### src/rtl/daqtp_pkg.sv
package daqtp_pkg;

  // Pin and selector geometry
  localparam int PIN_N = 10;
  localparam int SEL_W = 4;
  localparam int CTR_SEL_N = 4;
  localparam int INT_SRC_N = 4;
  localparam int CNT_W = 4;

  // Pin positions of the timing functions
  localparam int PIN_START = 0;
  localparam int PIN_STOP = 1;
  localparam int PIN_CONV = 2;
  localparam int PIN_B_SRC = 3;
  localparam int PIN_B_GATE = 4;
  localparam int PIN_UPD = 5;
  localparam int PIN_WFM = 6;
  localparam int PIN_SCAN = 7;
  localparam int PIN_A_SRC = 8;
  localparam int PIN_A_GATE = 9;

  // Counter selector slots
  localparam int SEL_A_SRC = 0;
  localparam int SEL_A_GATE = 1;
  localparam int SEL_B_SRC = 2;
  localparam int SEL_B_GATE = 3;

  // Pulse stretcher slots
  localparam int EV_START = 0;
  localparam int EV_STOP = 1;
  localparam int EV_UPD = 2;
  localparam int EV_WFM = 3;
  localparam int EV_SCAN = 4;
  localparam int EV_N = 5;

  // Timing, least widths rounded up to whole cycles
  localparam int unsigned CLK_PERIOD_NS = 50;
  localparam int unsigned SCAN_HI_NS = 400;
  localparam int unsigned TRIG_PULSE_NS = 100;
  localparam int unsigned SCAN_HI_CYC = (SCAN_HI_NS + CLK_PERIOD_NS - 1) / CLK_PERIOD_NS;
  localparam int unsigned TRIG_CYC = (TRIG_PULSE_NS + CLK_PERIOD_NS - 1) / CLK_PERIOD_NS;

  // Values after reset
  localparam logic STROBE_RST = 1'h1;
  localparam logic [PIN_N-1:0] OE_N_RST = 10'h3ff;

  typedef enum logic [1:0] {SC_IDLE, SC_ARMED, SC_HIGH} daqtp_scan_st_t;

endpackage

### src/rtl/daqtp_sel_if.sv
`timescale 1ns/1ps
interface daqtp_sel_if;
  logic [daqtp_pkg::PIN_N-1:0] pin_sync;
  logic [daqtp_pkg::INT_SRC_N-1:0] int_src;
  logic [daqtp_pkg::SEL_W-1:0] code;
  logic sel_q;
  modport drv (output pin_sync, output int_src, output code, input sel_q);
  modport mux (input pin_sync, input int_src, input code, output sel_q);
endinterface

### src/rtl/daqtp_pin_io.sv
`timescale 1ns/1ps
module daqtp_pin_io (
  input wire logic clk,
  input wire logic nrst,
  input wire logic [daqtp_pkg::PIN_N-1:0] pin_in,
  output logic [daqtp_pkg::PIN_N-1:0] pin_out,
  output logic [daqtp_pkg::PIN_N-1:0] pin_oe_n,
  output logic [daqtp_pkg::PIN_N-1:0] pin_sync,
  input wire logic [daqtp_pkg::PIN_N-1:0] pin_dir_out,
  input wire logic [daqtp_pkg::CTR_SEL_N-1:0][daqtp_pkg::SEL_W-1:0] ctr_sel_code,
  input wire logic [daqtp_pkg::INT_SRC_N-1:0] int_src,
  output logic [daqtp_pkg::CTR_SEL_N-1:0] ctr_sel_q,
  input wire logic pretrig_mode,
  input wire logic acq_seq_start,
  input wire logic pretrig_conv_begin,
  input wire logic posttrig_conv_begin,
  input wire logic conv_busy,
  input wire logic ao_update,
  input wire logic wfm_gen_start,
  input wire logic scan_start,
  input wire logic scan_mode,
  input wire logic scan_clk_en,
  input wire logic conv_start,
  input wire logic adc_hold_done,
  output logic scan_conversion_clock,
  input wire logic strobe_wr,
  input wire logic strobe_val,
  input wire logic strobe_toggle,
  output logic external_strobe_out_n,
  input wire logic ctr_a_out_int,
  input wire logic ctr_b_out_int,
  input wire logic freq_gen_int,
  output logic counter_a_output,
  output logic counter_b_output,
  output logic freq_generator_output
);
  import daqtp_pkg::*;

  // Pin inputs cross from the connector: two flops before any use
  logic [PIN_N-1:0] pin_meta_ff;
  logic [PIN_N-1:0] pin_sync_ff;

  always_ff @(posedge clk or negedge nrst)
  begin
    if (!nrst)
    begin
      pin_meta_ff <= '0;
      pin_sync_ff <= '0;
    end
    else
    begin
      pin_meta_ff <= pin_in;
      pin_sync_ff <= pin_meta_ff;
    end
  end

  assign pin_sync = pin_sync_ff;

  // Counter source and gate selection, one selector per slot
  daqtp_sel_if sel_if [CTR_SEL_N] ();

  for (genvar s = 0; s < CTR_SEL_N; s++)
  begin : g_sel
    assign sel_if[s].pin_sync = pin_sync_ff;
    assign sel_if[s].int_src = int_src;
    assign sel_if[s].code = ctr_sel_code[s];
    assign ctr_sel_q[s] = sel_if[s].sel_q;
    daqtp_src_mux u_mux (
      .clk(clk),
      .nrst(nrst),
      .sel_if(sel_if[s])
    );
  end

  // Event pulse stretchers; a repeat inside the width extends the pulse
  wire logic [EV_N-1:0] ev_vec;
  wire logic [EV_N-1:0] str_on;
  wire logic [EV_N-1:0][CNT_W-1:0] str_len;
  wire logic [EV_N-1:0][CNT_W-1:0] nxt_str_cnt;
  logic [EV_N-1:0][CNT_W-1:0] str_cnt_ff;

  assign ev_vec[EV_START] = pretrig_mode ? pretrig_conv_begin : acq_seq_start;
  assign ev_vec[EV_STOP] = pretrig_mode & posttrig_conv_begin;
  assign ev_vec[EV_UPD] = ao_update;
  assign ev_vec[EV_WFM] = wfm_gen_start;
  assign ev_vec[EV_SCAN] = scan_start;

  for (genvar e = 0; e < EV_N; e++)
  begin : g_str
    assign str_len[e] = CNT_W'(TRIG_CYC);
    assign str_on[e] = str_cnt_ff[e] != '0;
    assign nxt_str_cnt[e] = ev_vec[e] ? str_len[e] :
                            str_on[e] ? str_cnt_ff[e] - 1'h1 : '0;
    always_ff @(posedge clk or negedge nrst)
    begin
      if (!nrst)
        str_cnt_ff[e] <= '0;
      else
        str_cnt_ff[e] <= nxt_str_cnt[e];
    end
  end

  // Function levels as they would appear on their pins
  wire logic acq_start_trigger;
  wire logic acq_stop_trigger;
  wire logic conv_pulse_n;
  wire logic ao_refresh_n;
  wire logic waveform_start_trigger;
  wire logic scan_begin_pulse;
  wire logic [PIN_N-1:0] fn_lvl;

  assign acq_start_trigger = str_on[EV_START];
  // Gated by mode too, so a mode change cannot leave a stray stop pulse
  assign acq_stop_trigger = str_on[EV_STOP] & pretrig_mode;
  assign conv_pulse_n = ~conv_busy;
  assign ao_refresh_n = ~str_on[EV_UPD];
  assign waveform_start_trigger = str_on[EV_WFM];
  assign scan_begin_pulse = str_on[EV_SCAN];

  assign fn_lvl[PIN_START] = acq_start_trigger;
  assign fn_lvl[PIN_STOP] = acq_stop_trigger;
  assign fn_lvl[PIN_CONV] = conv_pulse_n;
  assign fn_lvl[PIN_B_SRC] = ctr_sel_q[SEL_B_SRC];
  assign fn_lvl[PIN_B_GATE] = ctr_sel_q[SEL_B_GATE];
  assign fn_lvl[PIN_UPD] = ao_refresh_n;
  assign fn_lvl[PIN_WFM] = waveform_start_trigger;
  assign fn_lvl[PIN_SCAN] = scan_begin_pulse;
  assign fn_lvl[PIN_A_SRC] = ctr_sel_q[SEL_A_SRC];
  assign fn_lvl[PIN_A_GATE] = ctr_sel_q[SEL_A_GATE];

  // Pin drivers; an undriven pin holds its data low so nothing leaks out
  logic [PIN_N-1:0] pin_out_ff;
  logic [PIN_N-1:0] pin_oe_n_ff;

  always_ff @(posedge clk or negedge nrst)
  begin
    if (!nrst)
    begin
      pin_out_ff <= '0;
      pin_oe_n_ff <= OE_N_RST;
    end
    else
    begin
      pin_out_ff <= fn_lvl & pin_dir_out;
      pin_oe_n_ff <= ~pin_dir_out;
    end
  end

  assign pin_out = pin_out_ff;
  assign pin_oe_n = pin_oe_n_ff;

  // Scan clock: armed by a conversion, fired once the sample is held
  daqtp_scan_st_t scan_st_ff;
  daqtp_scan_st_t nxt_scan_st;
  logic [CNT_W-1:0] scan_cnt_ff;
  logic [CNT_W-1:0] nxt_scan_cnt;
  logic scan_pend_ff;
  logic nxt_scan_pend;
  logic scan_clk_ff;
  wire logic scan_go;

  assign scan_go = scan_mode & scan_clk_en;

  always_comb
  begin
    nxt_scan_st = scan_st_ff;
    nxt_scan_cnt = scan_cnt_ff;
    nxt_scan_pend = scan_pend_ff;
    unique case (scan_st_ff)
      SC_IDLE:
      begin
        nxt_scan_pend = 1'h0;
        if (scan_go && conv_start)
          nxt_scan_st = SC_ARMED;
      end
      SC_ARMED:
      begin
        if (!scan_go)
          nxt_scan_st = SC_IDLE;
        else if (adc_hold_done)
        begin
          nxt_scan_st = SC_HIGH;
          nxt_scan_cnt = CNT_W'(SCAN_HI_CYC - 1);
        end
      end
      SC_HIGH:
      begin
        // A running pulse always completes: no runt edges on disable
        if (scan_go && conv_start)
          nxt_scan_pend = 1'h1;
        if (scan_cnt_ff != '0)
          nxt_scan_cnt = scan_cnt_ff - 1'h1;
        else if (scan_go && (scan_pend_ff || conv_start))
        begin
          nxt_scan_st = SC_ARMED;
          nxt_scan_pend = 1'h0;
        end
        else
        begin
          nxt_scan_st = SC_IDLE;
          nxt_scan_pend = 1'h0;
        end
      end
      default:
        nxt_scan_st = SC_IDLE;
    endcase
  end

  always_ff @(posedge clk or negedge nrst)
  begin
    if (!nrst)
    begin
      scan_st_ff <= SC_IDLE;
      scan_cnt_ff <= '0;
      scan_pend_ff <= 1'h0;
      scan_clk_ff <= 1'h0;
    end
    else
    begin
      scan_st_ff <= nxt_scan_st;
      scan_cnt_ff <= nxt_scan_cnt;
      scan_pend_ff <= nxt_scan_pend;
      scan_clk_ff <= nxt_scan_st == SC_HIGH;
    end
  end

  assign scan_conversion_clock = scan_clk_ff;

  // Software strobe; a write outranks a toggle in the same cycle
  logic strobe_ff;
  wire logic nxt_strobe;

  assign nxt_strobe = strobe_wr ? strobe_val : strobe_toggle ? ~strobe_ff : strobe_ff;

  // Dedicated outputs, one register stage each
  logic ctr_a_ff;
  logic ctr_b_ff;
  logic freq_ff;

  always_ff @(posedge clk or negedge nrst)
  begin
    if (!nrst)
    begin
      strobe_ff <= STROBE_RST;
      ctr_a_ff <= 1'h0;
      ctr_b_ff <= 1'h0;
      freq_ff <= 1'h0;
    end
    else
    begin
      strobe_ff <= nxt_strobe;
      ctr_a_ff <= ctr_a_out_int;
      ctr_b_ff <= ctr_b_out_int;
      freq_ff <= freq_gen_int;
    end
  end

  assign external_strobe_out_n = strobe_ff;
  assign counter_a_output = ctr_a_ff;
  assign counter_b_output = ctr_b_ff;
  assign freq_generator_output = freq_ff;
endmodule

### src/rtl/daqtp_src_mux.sv
`timescale 1ns/1ps
module daqtp_src_mux (
  input wire logic clk,
  input wire logic nrst,
  daqtp_sel_if.mux sel_if
);
  import daqtp_pkg::*;

  localparam int IDX_W = $clog2(INT_SRC_N);

  // Codes 0..9 pick a pin, the next four an internal source, others read low
  wire logic pick_pin;
  wire logic pick_int;
  wire logic [SEL_W-1:0] int_off;
  wire logic nxt_sel;

  assign pick_pin = sel_if.code < SEL_W'(PIN_N);
  assign pick_int = sel_if.code < SEL_W'(PIN_N + INT_SRC_N);
  assign int_off = sel_if.code - SEL_W'(PIN_N);
  assign nxt_sel = pick_pin ? sel_if.pin_sync[sel_if.code] :
                   pick_int ? sel_if.int_src[int_off[IDX_W-1:0]] : 1'h0;

  // The registered choice is both the counter input and the mirrored pin
  always_ff @(posedge clk or negedge nrst)
  begin
    if (!nrst)
      sel_if.sel_q <= 1'h0;
    else
      sel_if.sel_q <= nxt_sel;
  end

endmodule

### config.mk
export PLATFORM = sky130hd
export DESIGN_NAME = daqtp_pin_io
export DESIGN_NICKNAME = d
export VERILOG_FILES = /design/src/rtl/daqtp_pkg.sv /design/src/rtl/daqtp_sel_if.sv /design/src/rtl/daqtp_pin_io.sv /design/src/rtl/daqtp_src_mux.sv
export SDC_FILE = /design/constraint.sdc
export NUM_CORES = 1
export LEC_CHECK = 0
export BUFFER_PORTS_ARGS = -buffer_cell sky130_fd_sc_hd__buf_2
export CORE_AREA = 2 2 105 107
export DETAILED_ROUTE_END_ITERATION = 10
export DIE_AREA = 0 0 107 109
export HOLD_SLACK_MARGIN = 0.15
export PLACE_DENSITY = 0.49
export SYNTH_ARGS = -nofsm -noshare
export SYNTH_HDL_FRONTEND = slang
export SYNTH_SLANG_ARGS = --single-unit
### constraint.sdc
create_clock -name clk -period 1.7 [get_ports clk]
set_input_delay 0.34 -clock clk [delete_from_list [all_inputs] [get_ports clk]]
set_output_delay 0.34 -clock clk [all_outputs]
set_load 0.01 [all_outputs]
==> flow_metrics.py, run 1 <==
metrics = {
    "critical_path": {
        "startpoint_of_the_worst_register_to_register_path": "scan_cnt_ff[0]$_DFFE_PN0P_",
        "worst_r2r_endpoint": "scan_cnt_ff[0]$_DFFE_PN0P_",
        "worst-r2r-setup-slack_ns": 0.14,
        "critPathArrivalTime_ns": 1.80,
        "critical_path.cell_chain": "inv_1 > ha_1 > nor3b_2 > o22ai_1 > o21ba_1",
        "critPathSlowestCell": "dfrtp_1",
        "cp-start-kind": "flop",
        "crit_family": "flip-flops",
        "worst-path-buf-inv": 1,
        "critPathRequiredTime_ns": 1.94,
        "max_fanout_on_critical_path": 7,
        "worst-setup-path-type": "reg2reg",
        "endpoint_type_of_the_worst_setup_path": "flop",
        "worst-r2r-cell-count": 5,
        "timing.critical_path.slowest_cell_delay_ns": 0.40,
    },
    "pwr": {
        "seq_power_share_pct": 46.4,
        "power_mw": 4.52,
        "ir_worst_vdd_v": 0.000462,
        "pwr-share-comb_pct": 14.1,
        "power.share.switching_pct": 23.9,
        "cellPowerDensity_nw_per_um2": 1060,
        "clock_power_share_pct": 39.5,
        "static-leakage-power_nw": 2.02,
        "internal-power_mw": 3.44,
        "switchingPower_mw": 1.08,
    },
    "final_layout": {
        "final_cell_mix": "buf_2, dfrtp_1, dlygate4sd3_1",
        "post_route_cells_drive_above_1_share_pct": 38.8,
        "instances_no_fill": 511,
        "antenna-diode-count": 0,
        "finish.utilization_pct": 40.2,
        "nNetsFinal": 427,
        "signed_area_change_from_the_synthesized_netlist_to_the_final_layout_pct": 38.3,
        "stdcell_area_um2": 4260,
        "layout_commonest_cell": "buf_2",
    },
    "timing": {
        "slew_viol_final": 0,
        "report.final.hold_viol_count": 0,
        "hold_ws_ns": 0.189,
        "final_critical_path_share_of_the_clock_period_pct": 91.7,
        "fmax_mhz": 642,
        "setup_tns_final_ns": 0,
        "period_minus_slack_ns": 1.56,
        "final.setup_skew_ns": 0.0101,
        "unrepaired_setup_endpoints_after_global_routing": "false",
        "slew_headroom_pct": 73.1,
        "setup_slack_ns": 0.142,
        "worst-slew-pin-transition_ns": 0.401,
        "timing.final.setup_violations": 0,
    },
    "logic_synthesis": {
        "post_synth_arst_share_pct": 100,
        "yosys.cell_types.count": 41,
        "synth_sequential_area_ratio_pct": 62.2,
        "yosys_warnings": 0,
        "synth_flop_cell": "dfrtp_1",
        "synthesis.instances": 234,
        "yosys_register_bits": 76,
        "synth_enable_flop_cells": 0,
        "syn_nets": 295,
        "synth.cell_area_um2": 3080,
        "synthesized_area_divided_by_synthesized_cell_count_um2": 13.2,
    },
    "floorplanning": {
        "placeableCoreArea_um2": 10600,
        "dieWidth_um": 107,
        "num_rows": 38,
        "fp.dieH_um": 109,
        "fp.dieArea_um2": 11700,
        "floorplan.io_pins": 99,
        "starting_density_of_the_core_pct": 29.0,
    },
    "grt": {
        "groute.usage.overall_pct": 12.5,
        "initial_antenna_violation_count": 0,
        "first_global_vias": 2325,
        "grt.overflow.total": 0,
        "grt_pass1_wl_mm": 11.0,
        "grt_start_max_net_pins": 48,
    },
    "placed_design": {
        "globalplace.congestion": 0.705,
        "cell_count_post_placement": 469,
        "placed_cell_area_um2": 3730,
        "hpwlAfterDp_mm": 5.09,
        "place_worst_setup_slack_ns": 0.187,
        "numPortBuffers": 98,
    },
    "clock_tree": {
        "cts.sinks": 76,
        "cts.path.max_buffers": 2,
        "clk-insertion-delay-late_ns": 0.34,
        "cts_buffers": 9,
        "cts_tree": "yes",
        "cts_max_level": 3,
        "ctsRootBufferMaster": "clkbuf_8",
        "post_cts_resized": 0,
        "cts.reportedPaths.clkPinSlew_ns": 0.09,
    },
    "drt": {
        "remaining_drc_errors": 0,
        "route.antenna.remaining_nets": 0,
        "route.detailed.vias_per_inst": 4.38,
        "routed_wl_mm": 6.70,
        "initial_drt_markers": 67,
        "routed-via-count": 2239,
        "dr.pass1.iters": 4,
        "wire_per_inst_um": 13.1,
    },
    "run": {
        "drv_cap": 0,
    },
    "min_path": {
        "min_to": "g_sel[0].u_mux.sel_if.sel_q$_DFF_PN0_",
        "timing.hold.worst.class": "in2reg",
        "min-delay-start": "ctr_sel_code[2]",
        "hold_crit_depth": 2,
    },
    "status": {
        "outcome": "completed",
    },
}
worst max-delay path by stage:
stage                     slack [ns]                         end                  startpoint  cells past startpoint
after global routing            0.01  scan_cnt_ff[0]$_DFFE_PN0P_  scan_cnt_ff[0]$_DFFE_PN0P_                      5
final                           0.14  scan_cnt_ff[0]$_DFFE_PN0P_  scan_cnt_ff[0]$_DFFE_PN0P_                      5
after floorplan                 0.25  scan_cnt_ff[3]$_DFFE_PN0P_  scan_cnt_ff[0]$_DFFE_PN0P_                      5
after global placement          0.20  scan_cnt_ff[3]$_DFFE_PN0P_  scan_cnt_ff[0]$_DFFE_PN0P_                      5
after detailed placement        0.19  scan_cnt_ff[3]$_DFFE_PN0P_  scan_cnt_ff[0]$_DFFE_PN0P_                      5
after CTS                       0.16  scan_cnt_ff[3]$_DFFE_PN0P_  scan_cnt_ff[0]$_DFFE_PN0P_                      5
timing repair:
action | in CTS | in global routing
buffers inserted | 0 | 0
hold buffers | 26 | 0
endpoints found under the hold margin | 93 | 0
cell type report:
cell class                 count  area, µm²
timing repair buffer         126        781
fill                        1022       6340
tap                          140        175
clock buffer                  10        128
sequential                    76       1920
clock inverter                 6        136
multi-input combinational    133       1050
inverter                      20       75.1
registers in the layout, indices dropped and copies added (netlist names):
register / count
pin_meta_ff: 10
counter_b_output: 1
external_strobe_out_n: 1
counter_a_output: 1
scan_pend_ff: 1
g_sel.u_mux.sel_if.sel_q: 4
pin_sync: 10
scan_cnt_ff: 4
scan_st_ff: 2
str_cnt_ff: 20
pin_oe_n: 10
freq_generator_output: 1
pin_out: 10
scan_conversion_clock: 1
worst reg2reg max path: stages, from the launching register on:
cell and delay, ns:
dfrtp_1 0.40, inv_1 0.08, ha_1 0.20, nor3b_2 0.39, o22ai_1 0.20, o21ba_1 0.20
Yosys cell counts (3+ instances only):
library cell	number	area share, %
nand2_1	11	1.3
mux2_2	4	1.5
and2_1	4	0.81
buf_4	4	0.98
dfrtp_1	65	53
o21ai_0	12	2.0
nor2_1	9	1.1
nand2b_1	3	0.61
mux4_2	12	8.8
a22oi_1	3	0.73
a21oi_1	14	2.3
nor2b_1	3	0.61
nor3_1	14	2.3
mux2i_1	9	2.9
inv_1	20	2.4
nor3b_1	4	0.98
dfstp_2	11	9.4
nand3b_1	6	1.5
layer usage:
layer | global-route usage, % | wire, µm
met1 | 15.8 | 3050
met2 | 20.2 | 3220
met3 | 2.75 | 314
met4 | 6.40 | 127
met5 | 0 | 0
logic make-up (layout without fill, tap and decap cells):
family / count (synthesis) / after routing / synth area share (%)
buffers and inverters: 25 / 162 / 3.78
adders and majority gates: 1 / 1 / 0.406
and+or+nand+nor: 65 / 65 / 12.0
muxes: 25 / 25 / 13.2
AOI/OAI and AO/OA: 41 / 41 / 8.17
xor gates and xnor gates: 1 / 1 / 0.284
DFF: 76 / 76 / 62.2
power groups by stage:
stage	clock network, mW	registers, mW	logic (mW)
4_1_cts	1.86	2.10	0.646
3_3_place_gp	0	2.13	0.591
5_1_grt	1.95	2.12	0.715
3_5_place_dp	0	2.14	0.599
6_report	1.79	2.10	0.636
2_1_floorplan	0	2.14	0.342
Power figures use the tool's default switching activity.
==> inputs of run 2 (changes only) <==
==> constraint.sdc (replaced) <==
create_clock -name clk -period 1.7 [get_ports clk]
set_input_delay 0.085 -clock clk [delete_from_list [all_inputs] [get_ports clk]]
set_output_delay 0.085 -clock clk [all_outputs]
set_load 0.01 [all_outputs]
==> run 2 against run 1 <==
  * Worst setup slack better by 0.033 ns
  * Register-to-register slack better by 0.03 ns
  * Cell area increased by 4.4%
  * First-iteration DRC count up 49%
  * Largest cell class unchanged
==> flow_metrics.py, run 2 (synthesis results as in run 1) <==
metrics = {
    "pwr": {
        "power_mw": 4.19,
        "ir_worst_vdd_v": 0.000461,
        "static-leakage-power_nw": 2.10,
        "cellPowerDensity_nw_per_um2": 943,
    },
    "drt": {
        "routed-via-count": 2376,
        "dr.pass1.iters": 4,
        "wl_met3_um": 367,
        "remaining_drc_errors": 0,
        "detail_route.wirelength.met1_mm": 3.02,
        "routed_wl_mm": 6.82,
        "route.met2.wl_mm": 3.31,
        "route.antenna.remaining_nets": 0,
        "initial_drt_markers": 100,
        "route.detailed.vias_per_inst": 4.44,
        "highest_metal_layer_used_by_the_detailed_router": "met4",
        "wire_per_inst_um": 12.8,
    },
    "critical_path": {
        "worst-setup-path-type": "reg2reg",
        "critPathLaunch": "scan_cnt_ff[0]$_DFFE_PN0P_",
        "max_fanout_on_critical_path": 7,
        "startpoint_of_the_worst_register_to_register_path": "scan_cnt_ff[0]$_DFFE_PN0P_",
        "critPathArrivalTime_ns": 1.80,
        "critPathRequiredTime_ns": 1.97,
        "endpoint_type_of_the_worst_setup_path": "flop",
        "cp-start-kind": "flop",
    },
    "grt": {
        "groute.usage.overall_pct": 12.4,
        "grt.overflow.total": 0,
        "first_global_vias": 2361,
        "initial_antenna_violation_count": 0,
        "grt_start_max_net_pins": 77,
        "grt_pass1_wl_mm": 11.0,
    },
    "clock_tree": {
        "cts.sinks": 76,
        "cts_tree": "yes",
        "cts_max_level": 3,
        "ctsRootBufferMaster": "clkbuf_8",
        "cts.path.max_buffers": 2,
        "cts_setup_buffers": 0,
        "clk-insertion-delay-late_ns": 0.34,
        "cts.reportedPaths.clkPinSlew_ns": 0.08,
        "cts_buffers": 9,
    },
    "timing": {
        "final_critical_path_share_of_the_clock_period_pct": 89.7,
        "unrepaired_setup_endpoints_after_global_routing": "false",
        "setup_tns_final_ns": 0,
        "slew_viol_final": 0,
        "final.setup_skew_ns": 0.00755,
        "period_minus_slack_ns": 1.52,
        "report.final.hold_viol_count": 0,
        "worst-slew-pin-transition_ns": 0.398,
        "setup_slack_ns": 0.175,
        "fmax_mhz": 656,
        "slew_headroom_pct": 73.5,
        "timing.final.setup_violations": 0,
    },
    "final_layout": {
        "antenna-diode-count": 0,
        "max_flop_register": "str_cnt_ff",
        "signed_area_change_from_the_synthesized_netlist_to_the_final_layout_pct": 44.3,
        "largest_reg_flops": 20,
        "nNetsFinal": 451,
        "filler_cell_count": 1024,
        "final_cell_mix": "buf_2, dfrtp_1, dlygate4sd3_1",
        "instances_no_fill": 535,
        "post_route_cells_drive_above_1_share_pct": 36.5,
        "layout_commonest_cell": "buf_2",
    },
    "min_path": {
        "min-delay-start": "ctr_sel_code[1]",
        "timing.hold.worst.class": "in2reg",
    },
    "placed_design": {
        "place_worst_setup_slack_ns": 0.156,
        "numPortBuffers": 98,
        "globalplace.congestion": 0.703,
        "cell_count_post_placement": 468,
        "hpwlAfterDp_mm": 4.94,
    },
    "floorplanning": {
        "fp.dieArea_um2": 11700,
        "placeableCoreArea_um2": 10600,
        "floorplan.io_pins": 99,
        "starting_density_of_the_core_pct": 29.0,
        "num_rows": 38,
        "fp.dieH_um": 109,
        "dieWidth_um": 107,
    },
    "run": {
        "drv_cap": 0,
    },
    "status": {
        "outcome": "completed",
    },
}
-- run 2: power breakdown --
group          switching, mW  internal, mW  total [mW]  leakage [nW]
clock                  0.675         0.715        1.39        0.0983
sequential             0.131          1.97        2.11         0.926
combinational          0.306         0.390       0.695          1.07
-- run 2: worst paths after layout --
| path | endpoint | slack (ns) | depth (start not counted) |
|---|---|---|---|
| worst max register to register | scan_cnt_ff[3]$_DFFE_PN0P_ | 0.18 | 5 |
| worst min register to register | pin_sync[8]$_DFF_PN0_ | 0.35 | 0 |
| min in group asynchronous | pin_out[0]$_DFF_PN0_ | 0.29 | 3 |
| worst min-delay path | g_sel[0].u_mux.sel_if.sel_q$_DFF_PN0_ | 0.17 | 4 |
| worst max-delay path | scan_cnt_ff[3]$_DFFE_PN0P_ | 0.18 | 5 |
| max in group asynchronous | pin_oe_n[3]$_DFF_PN1_ | 1.05 | 3 |
-- run 2: area by class of cell --
cell class / instances / area (µm²) / share of cell area [%]
Sequential cell: 76 / 1920 / 43.1
Timing Repair Buffer: 150 / 1020 / 23.0
Tap cell: 140 / 175 / 3.94
Inverter: 20 / 75.1 / 1.69
Clock buffer: 10 / 138 / 3.10
Clock inverter: 6 / 63.8 / 1.44
Multi-Input combinational cell: 133 / 1050 / 23.7
-- run 2: routing by layer --
layer  vias up  global-route usage, %
li1       1142                      -
met1      1160                   15.3
met2        64                   20.1
met3        10                   3.89
met4         0                   5.75
met5         -                      0
-- run 2: worst max-delay path, stage by stage, from the launching register on --
cell and delay [ns]:
dfrtp_1 0.36, inv_1 0.06, ha_1 0.23, nor3b_4 0.19
or4_1 0.47, a21oi_1 0.15
-- run 2: timing repair --
action / 4_1_cts / 5_1_grt
hold buffers: 51 / 0
resized for setup: 0 / 1
setup endpoints to repair: 0 / 3
endpoints found under the hold margin: 139 / 0
-- run 2: stage by stage --
stage / utilization (%) / hold WS [ns] / cell area (µm²)
after global placement: 35.1 / 0.142 / 3730
after floorplan: - / -0.211 / 3080
after global routing: 41.9 / 0.159 / 4440
after CTS: 41.9 / 0.156 / 4440
after detailed placement: 35.1 / 0.143 / 3730
final: 41.9 / 0.168 / 4440
